### src/rtl/ssp_pkg.sv
// package for the 8/16-bit synchronous serial port: register map, field layout, modes
// assumes an 8-bit register port and a 125 MHz ref_clk
package ssp_pkg;
  // ********************************************
  // register offsets
  // ********************************************
  localparam logic [3:0] SSP_OFF_MODE = 4'h0;
  localparam logic [3:0] SSP_OFF_DATA_LO = 4'h1;
  localparam logic [3:0] SSP_OFF_DATA_HI = 4'h2;
  localparam logic [3:0] SSP_OFF_PORT = 4'h3;
  localparam logic [3:0] SSP_OFF_PINSEL = 4'h4;
  localparam logic [3:0] SSP_OFF_PORTC = 4'h5;
  localparam logic [3:0] SSP_OFF_IRQ = 4'h6;
  localparam logic [3:0] SSP_OFF_IEN = 4'h7;
  // ********************************************
  // field positions
  // ********************************************
  localparam int SSP_MODE_WIDTH = 6;
  localparam int SSP_MODE_ENHI = 5;
  localparam int SSP_MODE_ENLO = 4;
  localparam int SSP_MODE_CKSRC = 0;
  localparam int SSP_PORT_IDLE = 7;
  localparam int SSP_PIN_OUT = 3;
  localparam int SSP_PIN_IN = 2;
  localparam int SSP_PIN_CLK = 1;
  localparam int SSP_PORTC_PUDIS = 3;
  localparam int SSP_IRQ_BIT = 0;
  // ********************************************
  // reset values and constants
  // ********************************************
  localparam logic [7:0] SSP_RST_MODE = 8'h00;
  localparam logic [7:0] SSP_RST_PINSEL = 8'h00;
  localparam logic [7:0] SSP_RST_PORTC = 8'h97;
  localparam logic [3:0] SSP_CKSRC_EXT = 4'hf;
  localparam int SSP_PRESC_W = 8;
  localparam int SSP_NTAPS = 8;
  typedef enum logic [1:0] {SSP_START_PEND, SSP_CLK_PEND, SSP_XFER} ssp_state_t;
endpackage : ssp_pkg

### src/rtl/ssp_if.sv
// interface carrying the pin-side signals between core and pin synchroniser
// assumes both ends run on ref_clk
`timescale 1ns/1ps
`default_nettype none
interface ssp_if;
  logic sckSync;
  logic sdiSync;
  modport sync (output sckSync, output sdiSync);
  modport core (input sckSync, input sdiSync);
endinterface : ssp_if
`default_nettype wire

### src/rtl/ssp_core.sv
// synchronous serial port, 8 or 16 bits, LSB first, internal or external clock
// assumes a one-cycle register port with read data one cycle later
`timescale 1ns/1ps
`default_nettype none
module ssp_core #(
  parameter int PRESC_W = ssp_pkg::SSP_PRESC_W
) (
  // clock and reset
  input wire logic ref_clk,
  input wire logic rst_n,
  // register port
  input wire logic [3:0] regAddr,
  input wire logic [7:0] regWdata,
  input wire logic regWr,
  input wire logic regRd,
  output logic [7:0] regRdata,
  // serial pins
  input wire logic sckIn,
  output logic sckOut,
  output logic sckOe,
  input wire logic sdiIn,
  output logic sdoOut,
  output logic sdoOe,
  // interrupt request toward the processor
  output logic irqReq
);
  import ssp_pkg::*;
  if (PRESC_W < SSP_NTAPS) begin : g_presc_check
    $error("PRESC_W too small for clock taps");
  end
  // ********************************************
  // pin synchronisers
  // ********************************************
  ssp_if pins ();
  ssp_pin_sync u_sync (
    .ref_clk(ref_clk),
    .rst_n(rst_n),
    .sckIn(sckIn),
    .sdiIn(sdiIn),
    .pins(pins)
  );
  // ********************************************
  // registers
  // ********************************************
  logic [7:0] mode_q;
  logic [7:0] dataLo_q;
  logic [7:0] dataHi_q;
  logic [7:0] port_q;
  logic [7:0] pinsel_q;
  logic [7:0] portc_q;
  logic irqFlag_q;
  logic irqEn_q;
  ssp_state_t state_q;
  logic [4:0] cnt_q;
  logic sckLvl_q;
  logic sckPrev_q;
  logic intRun_q;
  logic [PRESC_W-1:0] presc_q;
  logic [7:0] rdata_q;
  logic sdo_q;
  wire modeWr = regWr && (regAddr == SSP_OFF_MODE);
  wire dummyRd = regRd && (regAddr == SSP_OFF_MODE);
  wire wide = mode_q[SSP_MODE_WIDTH];
  wire [4:0] wordLen = wide ? 5'h10 : 5'h08;
  wire extClk = (mode_q[SSP_MODE_CKSRC +: 4] == SSP_CKSRC_EXT);
  wire pinOut = pinsel_q[SSP_PIN_OUT];
  wire pinIn = pinsel_q[SSP_PIN_IN];
  wire pinClk = pinsel_q[SSP_PIN_CLK];
  wire enNone = !(mode_q[SSP_MODE_ENHI] || mode_q[SSP_MODE_ENLO]);
  // continuous clock mode: only clock pin, enables 00
  wire contClk = pinClk && !pinOut && !pinIn && enNone;
  wire commOn = (pinOut || pinIn || pinClk) && !enNone && pinClk;
  // ********************************************
  // serial clock source
  // ********************************************
  function automatic logic tapSel(input logic [PRESC_W-1:0] p, input logic [3:0] src);
    tapSel = p[src[2:0]];
  endfunction : tapSel
  always_ff @(posedge ref_clk or negedge rst_n) begin
    if (!rst_n) begin
      presc_q <= '0;
    end else begin
      presc_q <= presc_q + 1'b1;
    end
  end
  logic tapPrev_q;
  wire tapNow = tapSel(presc_q, mode_q[SSP_MODE_CKSRC +: 4]);
  wire tapTick = tapNow && !tapPrev_q;
  always_ff @(posedge ref_clk or negedge rst_n) begin
    if (!rst_n) begin
      tapPrev_q <= 1'b0;
    end else begin
      tapPrev_q <= tapNow;
    end
  end
  // internal clock generator: idle high, one toggle per tap tick
  wire intDrive = !extClk && (contClk || intRun_q);
  always_ff @(posedge ref_clk or negedge rst_n) begin
    if (!rst_n) begin
      sckLvl_q <= 1'b1;
    end else if (modeWr) begin
      sckLvl_q <= 1'b1;
    end else if (intDrive && tapTick) begin
      sckLvl_q <= !sckLvl_q;
    end else if (!intDrive) begin
      sckLvl_q <= 1'b1;
    end
  end
  wire sckNow = extClk ? pins.sckSync : sckLvl_q;
  always_ff @(posedge ref_clk or negedge rst_n) begin
    if (!rst_n) begin
      sckPrev_q <= 1'b1;
    end else begin
      sckPrev_q <= sckNow;
    end
  end
  wire sckFall = sckPrev_q && !sckNow;
  wire sckRise = !sckPrev_q && sckNow;
  wire active = commOn && !contClk && (state_q != SSP_START_PEND);
  wire lastBit = (cnt_q == wordLen - 5'h01);
  wire done = active && sckRise && (state_q == SSP_XFER) && lastBit;
  // ********************************************
  // controller
  // ********************************************
  always_ff @(posedge ref_clk or negedge rst_n) begin
    if (!rst_n) begin
      state_q <= SSP_START_PEND;
    end else if (modeWr) begin
      state_q <= SSP_START_PEND;
    end else begin
      case (state_q)
        SSP_START_PEND: if (dummyRd) state_q <= SSP_CLK_PEND;
        SSP_CLK_PEND: if (active && sckFall) state_q <= SSP_XFER;
        SSP_XFER: if (dummyRd || done) state_q <= SSP_CLK_PEND;
        default: state_q <= SSP_START_PEND;
      endcase
    end
  end
  // internal clock run flag: one word per dummy read
  always_ff @(posedge ref_clk or negedge rst_n) begin
    if (!rst_n) begin
      intRun_q <= 1'b0;
    end else if (modeWr || done) begin
      intRun_q <= 1'b0;
    end else if (dummyRd && commOn && !extClk && state_q != SSP_START_PEND) begin
      intRun_q <= 1'b1;
    end else if (dummyRd && commOn && !extClk && state_q == SSP_START_PEND) begin
      intRun_q <= 1'b1;
    end
  end
  // bit counter: counts rising edges during transfer
  always_ff @(posedge ref_clk or negedge rst_n) begin
    if (!rst_n) begin
      cnt_q <= 5'h00;
    end else if (modeWr || dummyRd || done) begin
      cnt_q <= 5'h00;
    end else if (active && sckRise && state_q == SSP_XFER) begin
      cnt_q <= cnt_q + 5'h01;
    end
  end
  // ********************************************
  // shift data path
  // ********************************************
  wire [15:0] shWord = {dataHi_q, dataLo_q};
  wire inBit = pinIn ? pins.sdiSync : 1'b0;
  wire shiftNow = active && sckRise && (state_q == SSP_XFER);
  always_ff @(posedge ref_clk or negedge rst_n) begin
    if (!rst_n) begin
      dataLo_q <= 8'h00;
      dataHi_q <= 8'h00;
    end else if (shiftNow) begin
      // rising edge: shift right, sample receive bit at the top of the word
      if (wide) begin
        {dataHi_q, dataLo_q} <= {inBit, shWord[15:1]};
      end else begin
        dataLo_q <= {inBit, dataLo_q[7:1]};
      end
    end else if (regWr && regAddr == SSP_OFF_DATA_LO) begin
      dataLo_q <= regWdata;
    end else if (regWr && regAddr == SSP_OFF_DATA_HI) begin
      dataHi_q <= regWdata;
    end
  end
  // data out: bit0 driven from falling edge; last bit held in port bit 7
  always_ff @(posedge ref_clk or negedge rst_n) begin
    if (!rst_n) begin
      port_q <= 8'h00;
    end else if (active && sckFall && state_q != SSP_START_PEND) begin
      port_q[SSP_PORT_IDLE] <= dataLo_q[0];
    end else if (regWr && regAddr == SSP_OFF_PORT) begin
      port_q <= regWdata;
    end
  end
  always_ff @(posedge ref_clk or negedge rst_n) begin
    if (!rst_n) begin
      sdo_q <= 1'b0;
    end else begin
      sdo_q <= port_q[SSP_PORT_IDLE];
    end
  end
  // ********************************************
  // interrupt flag
  // ********************************************
  wire xferExit = (state_q == SSP_XFER) && (modeWr || dummyRd || done);
  always_ff @(posedge ref_clk or negedge rst_n) begin
    if (!rst_n) begin
      irqFlag_q <= 1'b0;
    end else if (xferExit) begin
      irqFlag_q <= 1'b1;
    end else if (regWr && regAddr == SSP_OFF_IRQ) begin
      irqFlag_q <= regWdata[SSP_IRQ_BIT];
    end
  end
  assign irqReq = irqFlag_q && irqEn_q;
  // ********************************************
  // configuration registers and read port
  // ********************************************
  always_ff @(posedge ref_clk or negedge rst_n) begin
    if (!rst_n) begin
      mode_q <= SSP_RST_MODE;
      pinsel_q <= SSP_RST_PINSEL;
      portc_q <= SSP_RST_PORTC;
      irqEn_q <= 1'b0;
    end else if (regWr) begin
      case (regAddr)
        SSP_OFF_MODE: mode_q <= regWdata;
        SSP_OFF_PINSEL: pinsel_q <= regWdata;
        SSP_OFF_PORTC: portc_q <= regWdata;
        SSP_OFF_IEN: irqEn_q <= regWdata[SSP_IRQ_BIT];
        default: ;
      endcase
    end
  end
  always_ff @(posedge ref_clk or negedge rst_n) begin
    if (!rst_n) begin
      rdata_q <= 8'h00;
    end else if (regRd) begin
      case (regAddr)
        SSP_OFF_MODE: rdata_q <= mode_q;
        SSP_OFF_DATA_LO: rdata_q <= dataLo_q;
        SSP_OFF_DATA_HI: rdata_q <= dataHi_q;
        SSP_OFF_PORT: rdata_q <= port_q;
        SSP_OFF_PINSEL: rdata_q <= pinsel_q;
        SSP_OFF_PORTC: rdata_q <= portc_q;
        SSP_OFF_IRQ: rdata_q <= {7'h00, irqFlag_q};
        SSP_OFF_IEN: rdata_q <= {7'h00, irqEn_q};
        default: rdata_q <= 8'h00;
      endcase
    end else begin
      rdata_q <= 8'h00;
    end
  end
  assign regRdata = rdata_q;
  // ********************************************
  // pin drivers
  // ********************************************
  assign sckOut = sckLvl_q;
  assign sckOe = pinClk && !extClk;
  assign sdoOut = sdo_q;
  // open-drain: only drive low when pull-up disabled
  assign sdoOe = pinOut && (!portc_q[SSP_PORTC_PUDIS] || !sdo_q);
endmodule : ssp_core
`default_nettype wire

### src/rtl/ssp_pin_sync.sv
// two-flop synchronisers for the serial clock and data-in pins
// assumes pins are asynchronous to ref_clk
`timescale 1ns/1ps
`default_nettype none
module ssp_pin_sync (
  // clock and reset
  input wire logic ref_clk,
  input wire logic rst_n,
  // pins
  input wire logic sckIn,
  input wire logic sdiIn,
  // synchronised side
  ssp_if.sync pins
);
  logic [1:0] sck_q;
  logic [1:0] sdi_q;
  always_ff @(posedge ref_clk or negedge rst_n) begin
    if (!rst_n) begin
      sck_q <= 2'h3;
      sdi_q <= 2'h0;
    end else begin
      sck_q <= {sck_q[0], sckIn};
      sdi_q <= {sdi_q[0], sdiIn};
    end
  end
  assign pins.sckSync = sck_q[1];
  assign pins.sdiSync = sdi_q[1];
endmodule : ssp_pin_sync
`default_nettype wire

### config.mk
export PLATFORM = sky130hd
export DESIGN_NAME = ssp_core
export DESIGN_NICKNAME = d
export VERILOG_FILES = /design/src/rtl/ssp_pkg.sv /design/src/rtl/ssp_if.sv /design/src/rtl/ssp_core.sv /design/src/rtl/ssp_pin_sync.sv
export SDC_FILE = /design/constraint.sdc
export NUM_CORES = 1
export LEC_CHECK = 0
export BUFFER_PORTS_ARGS = -buffer_cell sky130_fd_sc_hd__clkbuf_2
export CAP_MARGIN = 10
export CORE_UTILIZATION = 40
export DETAILED_ROUTE_END_ITERATION = 8
export MAX_ROUTING_LAYER = met4
export PLACE_DENSITY_LB_ADDON = 0.15
export SLEW_MARGIN = 20
export SYNTH_ARGS = -nofsm -noshare
export SYNTH_HDL_FRONTEND = slang
export SYNTH_SLANG_ARGS = --single-unit
### constraint.sdc
create_clock -name ref_clk -period 2.3 [get_ports ref_clk]
set_input_delay 0.345 -clock ref_clk [delete_from_list [all_inputs] [get_ports ref_clk]]
set_output_delay 0.345 -clock ref_clk [all_outputs]
set_load 0.005 [all_outputs]
==> report_table.html, run 1 <==
<table>
<tr><th>Metric</th><th>Value</th></tr>
<tr><th colspan="2">Run status</th></tr>
<tr><td>Run status</td><td>finished, final reports clean</td></tr>
<tr><th colspan="2">Synth</th></tr>
<tr><td>Post-synth ARST share</td><td>100%</td></tr>
<tr><td>Register area share after synthesis</td><td>between 50% and 60%</td></tr>
<tr><td>Instance count of the mapped netlist</td><td>~340</td></tr>
<tr><td>Mapped cell area</td><td>4040 um2</td></tr>
<tr><td>Top cell type's share of synthesized area</td><td>between 40% and 50%</td></tr>
<tr><td>Most used flip-flop cell after synthesis</td><td>dfrtp_1</td></tr>
<tr><td>Cell type contributing the most total cell area after synthesis</td><td>dfrtp_1</td></tr>
<tr><td>Synth Register Bits</td><td>82</td></tr>
<tr><td>Post-synthesis area per instance</td><td>roughly 12 um2</td></tr>
<tr><td>Post-synthesis net count</td><td>approximately 360</td></tr>
<tr><td>Cell variety after synth</td><td>54</td></tr>
<tr><td>Synth Warn #</td><td>0</td></tr>
<tr><td>Ranking of synthesized cells by area</td><td>dfrtp_1, mux2_2, dfstp_2</td></tr>
<tr><td>Post-synth EDFFs</td><td>0</td></tr>
<tr><th colspan="2">Drt</th></tr>
<tr><td>Final Routed Wirelength</td><td>10.4 mm</td></tr>
<tr><td>Violation count after the first detailed-route iteration</td><td>~130</td></tr>
<tr><td>Number of vias per cell</td><td>5.83</td></tr>
<tr><td>First-pass DRT Iterations</td><td>5</td></tr>
<tr><td>WL/cell</td><td>around 20 um</td></tr>
<tr><td>Remaining routing DRC violations</td><td>0</td></tr>
<tr><td>Via total after detailed routing</td><td>just over 3k</td></tr>
<tr><td>Number of routed nets with antenna violations</td><td>0</td></tr>
<tr><th colspan="2">Clock tree</th></tr>
<tr><td>Number of resized instances in the post-cts repair step</td><td>0</td></tr>
<tr><td>Setup Buffers After CTS</td><td>0</td></tr>
<tr><td>Number of buffers added by the clock tree synthesis step</td><td>9</td></tr>
<tr><td>Root Buffer</td><td>clkbuf_8</td></tr>
<tr><td>Clock sinks</td><td>between 80 and 90</td></tr>
<tr><td>Maximum level of the CTS H-tree</td><td>3</td></tr>
<tr><td>Latest clock arrival within the worst-skew pair</td><td>about 360 ps</td></tr>
<tr><td>Clock Path Buffers</td><td>2</td></tr>
<tr><td>Clock input transition at the sequential cells of the worst setup and hold paths</td><td>100 ps</td></tr>
<tr><td>TritonCTS clock tree</td><td>done</td></tr>
<tr><th colspan="2">Critical path</th></tr>
<tr><td>Worst Path Max Fanout</td><td>7</td></tr>
<tr><td>Type of the setup path with the least slack</td><td>flop to flop</td></tr>
<tr><td>Kind of end point of the critical path</td><td>flop</td></tr>
<tr><td>Arrival time at the worst endpoint</td><td>about 2400 ps</td></tr>
<tr><td>CP delay by family, top</td><td>compound AO/OA/AOI/OAI gates</td></tr>
<tr><td>Worst-path cell with the longest stage delay</td><td>o21ai_0</td></tr>
<tr><td>Critical Path RT</td><td>roughly 2500 ps</td></tr>
<tr><td>Reg-to-reg setup timing slack</td><td>160 ps</td></tr>
<tr><td>Sort of element at the start of the critical path</td><td>flop</td></tr>
<tr><td>Crit path largest cell delay</td><td>560 ps</td></tr>
<tr><td>Buf+Inv Stages, Crit Path</td><td>0</td></tr>
<tr><td>Cell-by-cell trace of the critical path</td><td>o21ai_0, nor2_1, a21oi_2, mux2_2</td></tr>
<tr><th colspan="2">Run</th></tr>
<tr><td>MaxCap Viol Count</td><td>0</td></tr>
<tr><th colspan="2">Timing</th></tr>
<tr><td>Number of max-slew violations in the final report</td><td>0</td></tr>
<tr><td>Shortest period the worst path allows</td><td>between 2000 and 2500 ps</td></tr>
<tr><td>Slew at the pin with the worst max-slew slack</td><td>about 670 ps</td></tr>
<tr><td>Largest clock skew in the final design</td><td>15.5 ps</td></tr>
<tr><td>Fin crit share</td><td>92.9%</td></tr>
<tr><td>Final Setup Violations</td><td>0</td></tr>
<tr><td>Max frequency</td><td>between 400 and 500 MHz</td></tr>
<tr><td>Final number of hold-violating endpoints</td><td>0</td></tr>
<tr><td>Unrepaired setup endpoints after global routing</td><td>false</td></tr>
<tr><td>Setup total negative slack</td><td>0 ps</td></tr>
<tr><td>Max-Slew Margin vs Limit</td><td>54.8%</td></tr>
<tr><td>Setup slack of the critical path after layout</td><td>approximately 160 ps</td></tr>
<tr><th colspan="2">Placement</th></tr>
<tr><td>Total half-perimeter wirelength after legalization and detailed placement</td><td>roughly 7.5 mm</td></tr>
<tr><td>Global placement routability congestion</td><td>around 0.8</td></tr>
<tr><td>Post-placement worst setup slack</td><td>around 180 ps</td></tr>
<tr><td>Number of buffers added on ports</td><td>30</td></tr>
<tr><th colspan="2">Power</th></tr>
<tr><td>Maximum vdd drop</td><td>0.000388 V</td></tr>
<tr><td>Power density relative to cell area</td><td>821 nW/um2</td></tr>
<tr><td>Static Leakage</td><td>2.00 nW</td></tr>
<tr><th colspan="2">Min path</th></tr>
<tr><td>Worst hold path class</td><td>primary input to flop</td></tr>
<tr><th colspan="2">Global route</th></tr>
<tr><td>Global routing usage on met2</td><td>between 30 and 40%</td></tr>
<tr><td>Maximum number of pins on one net before global-route repair</td><td>~40</td></tr>
<tr><td>Antenna violations before repair</td><td>0</td></tr>
<tr><td>Remaining global-route overflow</td><td>0</td></tr>
<tr><td>Wire length of the first global-routing pass</td><td>16.6 mm</td></tr>
<tr><td>Met1 track utilization from global routing</td><td>29.3%</td></tr>
<tr><td>Met3 track demand over resource</td><td>roughly 4.1%</td></tr>
<tr><td>All-Layer GR Usage</td><td>22.2%</td></tr>
<tr><td>Highest-utilization routing layer at the global route stage</td><td>met2</td></tr>
<tr><td>Number of global-route vias before repair</td><td>~3.0k</td></tr>
<tr><th colspan="2">Die</th></tr>
<tr><td>Vertical die dimension</td><td>between 100 and 150 um</td></tr>
<tr><td>Die W</td><td>around 100 um</td></tr>
<tr><td>Number of core rows</td><td>36</td></tr>
<tr><td>DIE AREA</td><td>10,500 um2</td></tr>
<tr><td>Number of ports placed on the die boundary</td><td>31</td></tr>
<tr><td>Effective utilization at floorplan</td><td>around two fifths</td></tr>
<tr><td>Core area</td><td>between 9000 and 10,000 um2</td></tr>
<tr><th colspan="2">Final layout</th></tr>
<tr><td>Number of diodes</td><td>0</td></tr>
<tr><td>Net total in the final layout</td><td>401</td></tr>
<tr><td>Synth-to-Final Area Change</td><td>14.9%</td></tr>
<tr><td>Share of post-route cells with drive strength above 1</td><td>between 30 and 40%</td></tr>
</table>
-- placed cells by master, fill, tap and decap left out, types with 9 or more instances in the layout --
master	count
o21ai_0	14
a31oi_1	9
nor2_1	9
a21oi_1	13
nand3_1	14
dfstp_2	9
clkbuf_8	9
mux2i_1	15
nor3_1	9
nand2_1	13
dfrtp_1	73
clkbuf_2	29
inv_1	9
buf_4	16
mux2_2	36
-- synth_stat cells (all sizes together) (10+ instances only) --
| cell type | n |
|---|---|
| a21oi | 14 |
| a221oi | 11 |
| buf | 11 |
| dfrtp | 73 |
| inv | 10 |
| mux2 | 36 |
| mux2i | 16 |
| nand2 | 14 |
| nand3 | 14 |
| nor2 | 10 |
| nor3 | 10 |
| o21ai | 14 |
-- metrics by stage --
step	instance area, um2	power (mW)	hold slack (ps)	instances	util (%)
5_1_grt	4650	4.01	29.2	519	47.5
4_1_cts	4650	3.86	36.9	519	47.5
3_3_place_gp	4410	2.62	332	502	45.1
6_report	4650	3.81	56.1	519	47.5
2_1_floorplan	4040	2.35	49.4	343	-
3_5_place_dp	4410	2.64	337	502	45.1
-- timing repair --
item	in CTS	in global routing
setup endpoints to repair	0	0
hold buffers	1	0
endpoints found under the hold margin	27	0
-- path summary, 6_finish.rpt --
path / cells past startpoint / endpoint / from
max: 4 / port_q[6] / mode_q[5]
max in group asynchronous: 3 / u_sync.sck_q[0] / rst_n
max reg2reg: 4 / port_q[6] / mode_q[5]
min reg2reg: 0 / u_sync.sck_q[1] / u_sync.sck_q[0]
min in group asynchronous: 2 / port_q[1] / rst_n
min: 1 / u_sync.sck_q[0] / sckIn
-- kinds of logic (layout without fill, tap and decap cells) --
logic type | count (synthesis) | after routing | share of synthesized area (%)
flops | 82 | 82 | 51.0
simple gates | 82 | 82 | 11.9
xor+xnor | 7 | 7 | 1.52
mux | 54 | 54 | 15.4
buf+inv | 30 | 73 | 3.25
compound gates | 86 | 86 | 16.3
fa+ha+maj | 2 | 2 | 0.619
-- area by class of cell --
class                   instances  area, um2
multi-input cells             231       1850
repair buffers                 47        295
well taps                     133        166
clock buffers                   9        124
fillers                       924       5130
inverters                      10       37.5
clock inverters                 7        106
flip-flops and latches         82       2060
-- registers in the layout (all words and copies together), names as in the netlist, 8 cells and up --
| register | flops |
|---|---|
| mode_q | 8 |
| portc_q | 8 |
| dataHi_q | 8 |
| port_q | 8 |
| presc_q | 8 |
| dataLo_q | 8 |
| pinsel_q | 8 |
| regRdata | 8 |
-- report_power, final --
| group | internal (mW) | switching (mW) |
|---|---|---|
| combinational | 0.346 | 0.322 |
| clock | 0.633 | 0.567 |
| sequential | 1.71 | 0.235 |
-- metal layers --
metal  part of all wire (%)  wire length (um)
met2                     48              5000
met3                    3.9               400
met5                      0                 0
met1                     46              4730
met4                    2.2               227
Power figures use the tool's default switching activity.
==> run 2, diff against run 1 <==
--- a/config.mk
+++ b/config.mk
@@ -7,6 +7,8 @@
 export LEC_CHECK = 0
 export BUFFER_PORTS_ARGS = -buffer_cell sky130_fd_sc_hd__clkbuf_2
 export CAP_MARGIN = 10
+export CORE_ASPECT_RATIO = 0.6
+export CORE_MARGIN = 5
 export CORE_UTILIZATION = 40
 export DETAILED_ROUTE_END_ITERATION = 8
 export MAX_ROUTING_LAYER = met4
==> run 2 against run 1 <==
Net effect: power grew 10%; sequential share of layout area decreased by 1.6 points; hold slack improved by 32 ps; clock-buffer cell count grew 4; die area rose by 17%; critical endpoint is now dataLo_q[1]; largest cell class unchanged.
==> report_table.html, run 2 (synthesis results as in run 1) <==
<table>
<tr><th>Metric</th><th>Value</th></tr>
<tr><th colspan="2">Critical path</th></tr>
<tr><td>Worst Path Max Fanout</td><td>9</td></tr>
<tr><td>Type of the setup path with the least slack</td><td>flop to flop</td></tr>
<tr><td>Arrival time at the worst endpoint</td><td>2150 ps</td></tr>
<tr><td>Sort of element at the start of the critical path</td><td>flop</td></tr>
<tr><td>Critical Path RT</td><td>roughly 2500 ps</td></tr>
<tr><td>Kind of end point of the critical path</td><td>flop</td></tr>
<tr><th colspan="2">Clock tree</th></tr>
<tr><td>Root Buffer</td><td>clkbuf_16</td></tr>
<tr><td>Maximum level of the CTS H-tree</td><td>3</td></tr>
<tr><td>Setup Buffers After CTS</td><td>0</td></tr>
<tr><td>Clock sinks</td><td>82</td></tr>
<tr><td>Clock Path Buffers</td><td>2</td></tr>
<tr><td>Latest clock arrival within the worst-skew pair</td><td>340 ps</td></tr>
<tr><td>TritonCTS clock tree</td><td>done</td></tr>
<tr><td>Number of resized instances in the post-cts repair step</td><td>0</td></tr>
<tr><td>Number of buffers added by the clock tree synthesis step</td><td>9</td></tr>
<tr><td>Clock input transition at the sequential cells of the worst setup and hold paths</td><td>~60 ps</td></tr>
<tr><th colspan="2">Drt</th></tr>
<tr><td>Final Routed Wirelength</td><td>approximately 11 mm</td></tr>
<tr><td>Number of routed nets with antenna violations</td><td>0</td></tr>
<tr><td>Via total after detailed routing</td><td>just over 3k</td></tr>
<tr><td>Metal3 WL</td><td>approximately 660 um</td></tr>
<tr><td>Number of vias per cell</td><td>between 5 and 6</td></tr>
<tr><td>Violation count after the first detailed-route iteration</td><td>between 300 and 400</td></tr>
<tr><td>WL/cell</td><td>around 21 um</td></tr>
<tr><td>First-pass DRT Iterations</td><td>5</td></tr>
<tr><td>Remaining routing DRC violations</td><td>0</td></tr>
<tr><td>Met1 Routed Length</td><td>~5.7 mm</td></tr>
<tr><td>Uppermost layer routed</td><td>met4</td></tr>
<tr><td>Met2 wire len</td><td>~4.6 mm</td></tr>
<tr><th colspan="2">Final layout</th></tr>
<tr><td>Number of diodes</td><td>0</td></tr>
<tr><td>Commonest cells after routing, fill and taps aside</td><td>dfrtp_1, mux2_2, clkbuf_2</td></tr>
<tr><td>Synth-to-Final Area Change</td><td>19.1%</td></tr>
<tr><td>Leading cell type in the layout, fill and taps excluded</td><td>dfrtp_1</td></tr>
<tr><td>Share of post-route cells with drive strength above 1</td><td>between 30% and 40%</td></tr>
<tr><td>Net total in the final layout</td><td>between 400 and 500</td></tr>
<tr><td>Post-route cell area</td><td>around 4800 um2</td></tr>
<tr><td>Post-route non-filler standard cell count</td><td>roughly 530</td></tr>
<tr><th colspan="2">Global route</th></tr>
<tr><td>Maximum number of pins on one net before global-route repair</td><td>47</td></tr>
<tr><td>Wire length of the first global-routing pass</td><td>17.9 mm</td></tr>
<tr><td>Antenna violations before repair</td><td>0</td></tr>
<tr><td>All-Layer GR Usage</td><td>19.8%</td></tr>
<tr><td>Remaining global-route overflow</td><td>0</td></tr>
<tr><td>Number of global-route vias before repair</td><td>about 3k</td></tr>
<tr><th colspan="2">Timing</th></tr>
<tr><td>Max frequency</td><td>~510 MHz</td></tr>
<tr><td>Final Setup Violations</td><td>0</td></tr>
<tr><td>Setup total negative slack</td><td>0 ps</td></tr>
<tr><td>Final number of hold-violating endpoints</td><td>0</td></tr>
<tr><td>Largest clock skew in the final design</td><td>between 6 and 7 ps</td></tr>
<tr><td>Number of max-slew violations in the final report</td><td>0</td></tr>
<tr><td>Max-Slew Margin vs Limit</td><td>between 60 and 70%</td></tr>
<tr><td>Slew at the pin with the worst max-slew slack</td><td>approximately 530 ps</td></tr>
<tr><td>Shortest period the worst path allows</td><td>between 1500 and 2000 ps</td></tr>
<tr><td>Unrepaired setup endpoints after global routing</td><td>false</td></tr>
<tr><td>Fin crit share</td><td>approximately 85%</td></tr>
<tr><td>Setup slack of the critical path after layout</td><td>about 340 ps</td></tr>
<tr><th colspan="2">Power</th></tr>
<tr><td>Overall power consumption</td><td>4.20 mW</td></tr>
<tr><td>Static Leakage</td><td>~2.1 nW</td></tr>
<tr><td>Power density relative to cell area</td><td>roughly 870 nW/um2</td></tr>
<tr><td>Maximum vdd drop</td><td>about 0.00038 V</td></tr>
<tr><th colspan="2">Run</th></tr>
<tr><td>MaxCap Viol Count</td><td>0</td></tr>
<tr><th colspan="2">Die</th></tr>
<tr><td>Number of core rows</td><td>28</td></tr>
<tr><td>Effective utilization at floorplan</td><td>between 40% and 50%</td></tr>
<tr><td>Die W</td><td>between 100 and 150 um</td></tr>
<tr><td>Vertical die dimension</td><td>roughly 88 um</td></tr>
<tr><td>DIE AREA</td><td>between 10,000 and 15,000 um2</td></tr>
<tr><td>Core area</td><td>9880 um2</td></tr>
<tr><td>Number of ports placed on the die boundary</td><td>31</td></tr>
<tr><th colspan="2">Min path</th></tr>
<tr><td>Worst hold path class</td><td>primary input to flop</td></tr>
<tr><th colspan="2">Placement</th></tr>
<tr><td># placed instances</td><td>512</td></tr>
<tr><td>Total half-perimeter wirelength after legalization and detailed placement</td><td>slightly above 8 mm</td></tr>
<tr><td>Placed instance area</td><td>4480 um2</td></tr>
<tr><td>Post-placement worst setup slack</td><td>about 300 ps</td></tr>
<tr><td>Number of buffers added on ports</td><td>30</td></tr>
<tr><td>Global placement routability congestion</td><td>0.872</td></tr>
<tr><th colspan="2">Run status</th></tr>
<tr><td>Run status</td><td>finished, final reports clean</td></tr>
</table>
## run 2: changes by cell type in the layout (fill, tap and decap cells not counted), sizes merged
cell,before,now
inv,14,10
clkinv,1,0
buf,17,25
clkbuf,38,42
clkinvlp,0,2
bufinv,2,1
## run 2: critical path, stage by stage (launching register included)
cell and delay [ps]:
dfrtp_1 460, o21ai_0 150, buf_4 170, or3_1 440
nor2_2 400, o21ai_0 190
## run 2: area by class of cell
class                   count  area, um2
clock buffers              13        280
well taps                 135        169
inverters                  10       37.5
repair buffers             55        368
flip-flops and latches     82       2060
multi-input cells         231       1850
fillers                   908       5060
clock inverters             3       45.0
## run 2: per-layer routing
layer	vias up	global-route usage, %
li1	1388	-
met1	1559	29.5
met2	94	26.7
met3	12	5.24
met4	0	4.31
met5	-	-
## run 2: stage by stage
| stage | hold WS [ps] | utilization, % |
|---|---|---|
| floorplan | 49.4 | - |
| global placement | 342 | 45.4 |
| detailed placement | 336 | 45.4 |
| CTS | 79.9 | 48.7 |
| global route | 73.6 | 48.7 |
| finish | 88.5 | 48.7 |
## run 2: power breakdown
| part | leakage [nW] | switching (mW) | internal (mW) |
|---|---|---|---|
| combinational | 0.944 | 0.348 | 0.365 |
| sequential | 0.986 | 0.230 | 1.71 |
| clock | 0.154 | 0.581 | 0.960 |
## run 2: worst paths after layout
check	depth (start not counted)	endpoint	slack [ps]	start
worst max register to register	5	dataLo_q[1]	340	pinsel_q[1]
worst min-delay path	1	u_sync.sck_q[0]	90	sckIn
worst min register to register	0	u_sync.sdi_q[1]	350	u_sync.sdi_q[0]
min in group asynchronous	2	presc_q[1]	520	rst_n
worst max-delay path	5	dataLo_q[1]	340	pinsel_q[1]
max in group asynchronous	3	portc_q[2]	1100	rst_n
## run 2: what timing repair did
item | in CTS | in global routing
hold buffers | 1 | 0
setup endpoints to repair | 0 | 0
endpoints found under the hold margin | 32 | 0
==> run 3, diff against run 2 <==
--- a/config.mk
+++ b/config.mk
@@ -5,6 +5,7 @@
 export SDC_FILE = /design/constraint.sdc
 export NUM_CORES = 1
 export LEC_CHECK = 0
+export ABC_AREA = 1
 export BUFFER_PORTS_ARGS = -buffer_cell sky130_fd_sc_hd__clkbuf_2
 export CAP_MARGIN = 10
 export CORE_ASPECT_RATIO = 0.6
==> run 3 against run 2 <==
Net effect: final area decreased by 4.4%; clock power shrank 5%; sequential power barely moved; synthesized cell count up 41%; routed wire length down 2.3%; critical path type unchanged; critical endpoint is now dataHi_q[4].
==> report_table.html, run 3 <==
<table>
<tr><th>Metric</th><th>Value</th></tr>
<tr><th colspan="2">Final layout</th></tr>
<tr><td>Post-route cell area</td><td>~4600 um2</td></tr>
<tr><td>Share of post-route cells with drive strength above 1</td><td>roughly 17%</td></tr>
<tr><td>Count of filler cells inserted in the layout</td><td>between 900 and 1k</td></tr>
<tr><td>Leading cell type in the layout, fill and taps excluded</td><td>nand2_1</td></tr>
<tr><td>Number of diodes</td><td>0</td></tr>
<tr><td>Commonest cells after routing, fill and taps aside</td><td>nand2_1, dfrtp_1, nand3_1</td></tr>
<tr><td>Synth-to-Final Area Change</td><td>14.9%</td></tr>
<tr><td>Area occupied by multi-input gates</td><td>about 1600 um2</td></tr>
<tr><td>Net total in the final layout</td><td>540</td></tr>
<tr><td>Sequential cell area</td><td>~2100 um2</td></tr>
<tr><th colspan="2">Timing</th></tr>
<tr><td>Final Setup Violations</td><td>0</td></tr>
<tr><td>Final number of hold-violating endpoints</td><td>0</td></tr>
<tr><td>Max-Slew Margin vs Limit</td><td>between 60% and 70%</td></tr>
<tr><td>Fin crit share</td><td>82.8%</td></tr>
<tr><td>Number of max-slew violations in the final report</td><td>0</td></tr>
<tr><td>Largest clock skew in the final design</td><td>~10 ps</td></tr>
<tr><td>Unrepaired setup endpoints after global routing</td><td>false</td></tr>
<tr><td>Shortest period the worst path allows</td><td>between 1500 and 2000 ps</td></tr>
<tr><td>Slew at the pin with the worst max-slew slack</td><td>between 400 and 500 ps</td></tr>
<tr><td>Max frequency</td><td>between 500 and 600 MHz</td></tr>
<tr><td>Setup total negative slack</td><td>0 ps</td></tr>
<tr><th colspan="2">Drt</th></tr>
<tr><td>Remaining routing DRC violations</td><td>0</td></tr>
<tr><td>Number of routed nets with antenna violations</td><td>0</td></tr>
<tr><td>Final Routed Wirelength</td><td>about 11 mm</td></tr>
<tr><td>WL/cell</td><td>roughly 16 um</td></tr>
<tr><td>Number of vias per cell</td><td>5.10</td></tr>
<tr><td>Violation count after the first detailed-route iteration</td><td>about 280</td></tr>
<tr><td>First-pass DRT Iterations</td><td>5</td></tr>
<tr><td>Via total after detailed routing</td><td>about 3.4k</td></tr>
<tr><th colspan="2">Global route</th></tr>
<tr><td>Maximum number of pins on one net before global-route repair</td><td>64</td></tr>
<tr><td>Number of global-route vias before repair</td><td>about 3.2k</td></tr>
<tr><td>All-Layer GR Usage</td><td>approximately a fifth</td></tr>
<tr><td>Wire length of the first global-routing pass</td><td>between 15 and 20 mm</td></tr>
<tr><td>Remaining global-route overflow</td><td>0</td></tr>
<tr><td>Antenna violations before repair</td><td>0</td></tr>
<tr><th colspan="2">Die</th></tr>
<tr><td>Core area</td><td>between 9000 and 10,000 um2</td></tr>
<tr><td>Vertical die dimension</td><td>between 80 and 90 um</td></tr>
<tr><td>DIE AREA</td><td>approximately 12,000 um2</td></tr>
<tr><td>Die W</td><td>approximately 140 um</td></tr>
<tr><td>Number of ports placed on the die boundary</td><td>31</td></tr>
<tr><td>Number of core rows</td><td>28</td></tr>
<tr><td>Effective utilization at floorplan</td><td>approximately two fifths</td></tr>
<tr><th colspan="2">Clock tree</th></tr>
<tr><td>Clock input transition at the sequential cells of the worst setup and hold paths</td><td>roughly 60 ps</td></tr>
<tr><td>Clock Path Buffers</td><td>2</td></tr>
<tr><td>Number of resized instances in the post-cts repair step</td><td>0</td></tr>
<tr><td>Latest clock arrival within the worst-skew pair</td><td>~340 ps</td></tr>
<tr><td>TritonCTS clock tree</td><td>done</td></tr>
<tr><td>Number of buffers added by the clock tree synthesis step</td><td>9</td></tr>
<tr><td>Setup Buffers After CTS</td><td>0</td></tr>
<tr><td>Clock sinks</td><td>a little over 80</td></tr>
<tr><td>Root Buffer</td><td>clkbuf_16</td></tr>
<tr><td>Maximum level of the CTS H-tree</td><td>3</td></tr>
<tr><th colspan="2">Critical path</th></tr>
<tr><td>Worst-path cell with the longest stage delay</td><td>dfrtp_1</td></tr>
<tr><td>Sort of element at the start of the critical path</td><td>flop</td></tr>
<tr><td>Type of the setup path with the least slack</td><td>flop to flop</td></tr>
<tr><td>Kind of end point of the critical path</td><td>flop</td></tr>
<tr><td>Crit path largest cell delay</td><td>approximately 490 ps</td></tr>
<tr><td>Critical register-to-register path startpoint</td><td>mode_q[0]</td></tr>
<tr><td>Cell-by-cell trace of the critical path</td><td>nand2_2, nor2_4, nand2_2, nand2_2, nand2_4, inv_4, nand2_2, nand2_4, nand2_1, nand2_1</td></tr>
<tr><td>Worst Path Max Fanout</td><td>23</td></tr>
<tr><td>Worst Reg-to-Reg Cells</td><td>10</td></tr>
<tr><td>Most Frequent Cell on Critical Path</td><td>nand2_2</td></tr>
<tr><td>Arrival time at the worst endpoint</td><td>around 2200 ps</td></tr>
<tr><td>Buf+Inv Stages, Crit Path</td><td>1</td></tr>
<tr><td>Reg-to-reg setup timing slack</td><td>400 ps</td></tr>
<tr><td>Reg2Reg Capture Point</td><td>dataHi_q[4]</td></tr>
<tr><td>Critical Path RT</td><td>~2600 ps</td></tr>
<tr><td>CP delay by family, top</td><td>simple AND/OR/NAND/NOR gates</td></tr>
<tr><th colspan="2">Synth</th></tr>
<tr><td>Post-synth ARST share</td><td>between 90% and 100%</td></tr>
<tr><td>Most numerous cell in the Yosys netlist</td><td>nand2_1</td></tr>
<tr><td>Post-synthesis area per instance</td><td>approximately 8.3 um2</td></tr>
<tr><td>Cell type contributing the most total cell area after synthesis</td><td>dfrtp_1</td></tr>
<tr><td>Cell variety after synth</td><td>35</td></tr>
<tr><td>Synth Register Bits</td><td>82</td></tr>
<tr><td>Most used flip-flop cell after synthesis</td><td>dfrtp_1</td></tr>
<tr><td>Register area share after synthesis</td><td>~51%</td></tr>
<tr><td>Ranking of synthesized cells by area</td><td>dfrtp_1, nand2_1, nand3_1</td></tr>
<tr><td>Instance count of the mapped netlist</td><td>484</td></tr>
<tr><td>Post-synthesis net count</td><td>between 500 and 600</td></tr>
<tr><td>Most frequent cells after synthesis</td><td>nand2_1, dfrtp_1, nand3_1</td></tr>
<tr><td>Post-synth EDFFs</td><td>0</td></tr>
<tr><td>Synth Warn #</td><td>0</td></tr>
<tr><td>Top cell type's share of synthesized area</td><td>between 40% and 50%</td></tr>
<tr><td>Mapped cell area</td><td>between 4000 and 5000 um2</td></tr>
<tr><th colspan="2">Min path</th></tr>
<tr><td>Cell depth of the worst hold path</td><td>1</td></tr>
<tr><td>Worst Hold Launch</td><td>sckIn</td></tr>
<tr><td>Worst hold path class</td><td>primary input to flop</td></tr>
<tr><td>Hold endpoint</td><td>u_sync.sck_q[0]</td></tr>
<tr><th colspan="2">Power</th></tr>
<tr><td>Static Leakage</td><td>roughly 2.3 nW</td></tr>
<tr><td>Power density relative to cell area</td><td>about 880 nW/um2</td></tr>
<tr><td>Maximum vdd drop</td><td>between 0.0005 and 0.0006 V</td></tr>
<tr><th colspan="2">Placement</th></tr>
<tr><td>Global placement routability congestion</td><td>a little over 0.9</td></tr>
<tr><td>Total half-perimeter wirelength after legalization and detailed placement</td><td>7.97 mm</td></tr>
<tr><td>Number of buffers added on ports</td><td>30</td></tr>
<tr><td>Placed instance area</td><td>roughly 4300 um2</td></tr>
<tr><th colspan="2">Run status</th></tr>
<tr><td>Run status</td><td>finished, final reports clean</td></tr>
<tr><th colspan="2">Run</th></tr>
<tr><td>MaxCap Viol Count</td><td>0</td></tr>
</table>
[run 3: per-stage QoR]
| step | power, mW | hold WS, ps | utilization (%) | cells | setup WS (ps) |
|---|---|---|---|---|---|
| floorplan | 2.32 | 49.4 | - | 484 | 902 |
| global placement | 2.58 | 252 | 43.8 | 643 | 497 |
| detailed placement | 2.59 | 252 | 43.8 | 643 | 423 |
| CTS | 4.06 | 75.1 | 46.9 | 660 | 417 |
| global route | 4.25 | 73.2 | 46.9 | 660 | 230 |
| finish | 4.03 | 86.6 | 46.9 | 660 | 396 |
[run 3: worst reg2reg max path, stage by stage (launching register included)]
cell     delay [ps]
dfrtp_1         490
nand2_2         130
nor2_4          140
nand2_2          70
nand2_2         120
nand2_4         170
inv_4           250
nand2_2         190
nand2_4         150
nand2_1          80
nand2_1          60
[run 3: layout make-up]
cell class	instances	share of cell area [%]
clock buffers	12	5.35
flip-flops and latches	82	44.8
repair buffers	37	4.78
multi-input cells	335	35.7
well taps	135	3.67
inverters	55	4.54
clock inverters	4	1.11
[run 3: kinds of logic (layout without fill, tap and decap cells)]
family | Yosys count | after routing | share of synthesized area, %
multiplexers | 1 | 1 | 0.250
AO/OA/AOI/OAI | 75 | 75 | 10.6
flip-flops | 82 | 82 | 51.5
buffers and inverters | 67 | 108 | 7.49
AND/OR/NAND/NOR | 249 | 249 | 27.8
XOR/XNOR | 8 | 8 | 1.75
adder cells (fa/ha/maj) | 2 | 2 | 0.624
[run 3: layer usage]
metal,track usage (%),vias to the layer above,share of wire (%)
met5,-,-,0
met4,5.33,0,1.2
met3,5.84,18,7.4
met2,25.8,114,39
met1,29.2,1601,52
li1,-,1633,-
[run 3: how the worst max path moves through the flow]
stage          cells past startpoint     endpoint       from  slack [ps]
3_5_place_dp                      10  dataHi_q[4]  mode_q[0]         420
4_1_cts                           10  dataHi_q[4]  mode_q[0]         420
6_report                          10  dataHi_q[4]  mode_q[0]         400
5_1_grt                           10  dataHi_q[2]  mode_q[0]         230
2_1_floorplan                      8  dataLo_q[1]  mode_q[4]         900
3_3_place_gp                      10  dataHi_q[2]  mode_q[0]         500
[run 3: report_power, final]
| group | switching [mW] | internal, mW | total, mW | leakage (nW) |
|---|---|---|---|---|
| Combinational | 0.386 | 0.247 | 0.633 | 1.13 |
| Clock | 0.582 | 0.873 | 1.46 | 0.143 |
| Sequential | 0.223 | 1.72 | 1.94 | 1.02 |
[run 3: timing repair]
| item | in CTS | in global routing |
|---|---|---|
| setup endpoints to repair | 0 | 0 |
| hold buffers | 1 | 0 |
| endpoints found under the hold margin | 18 | 0 |
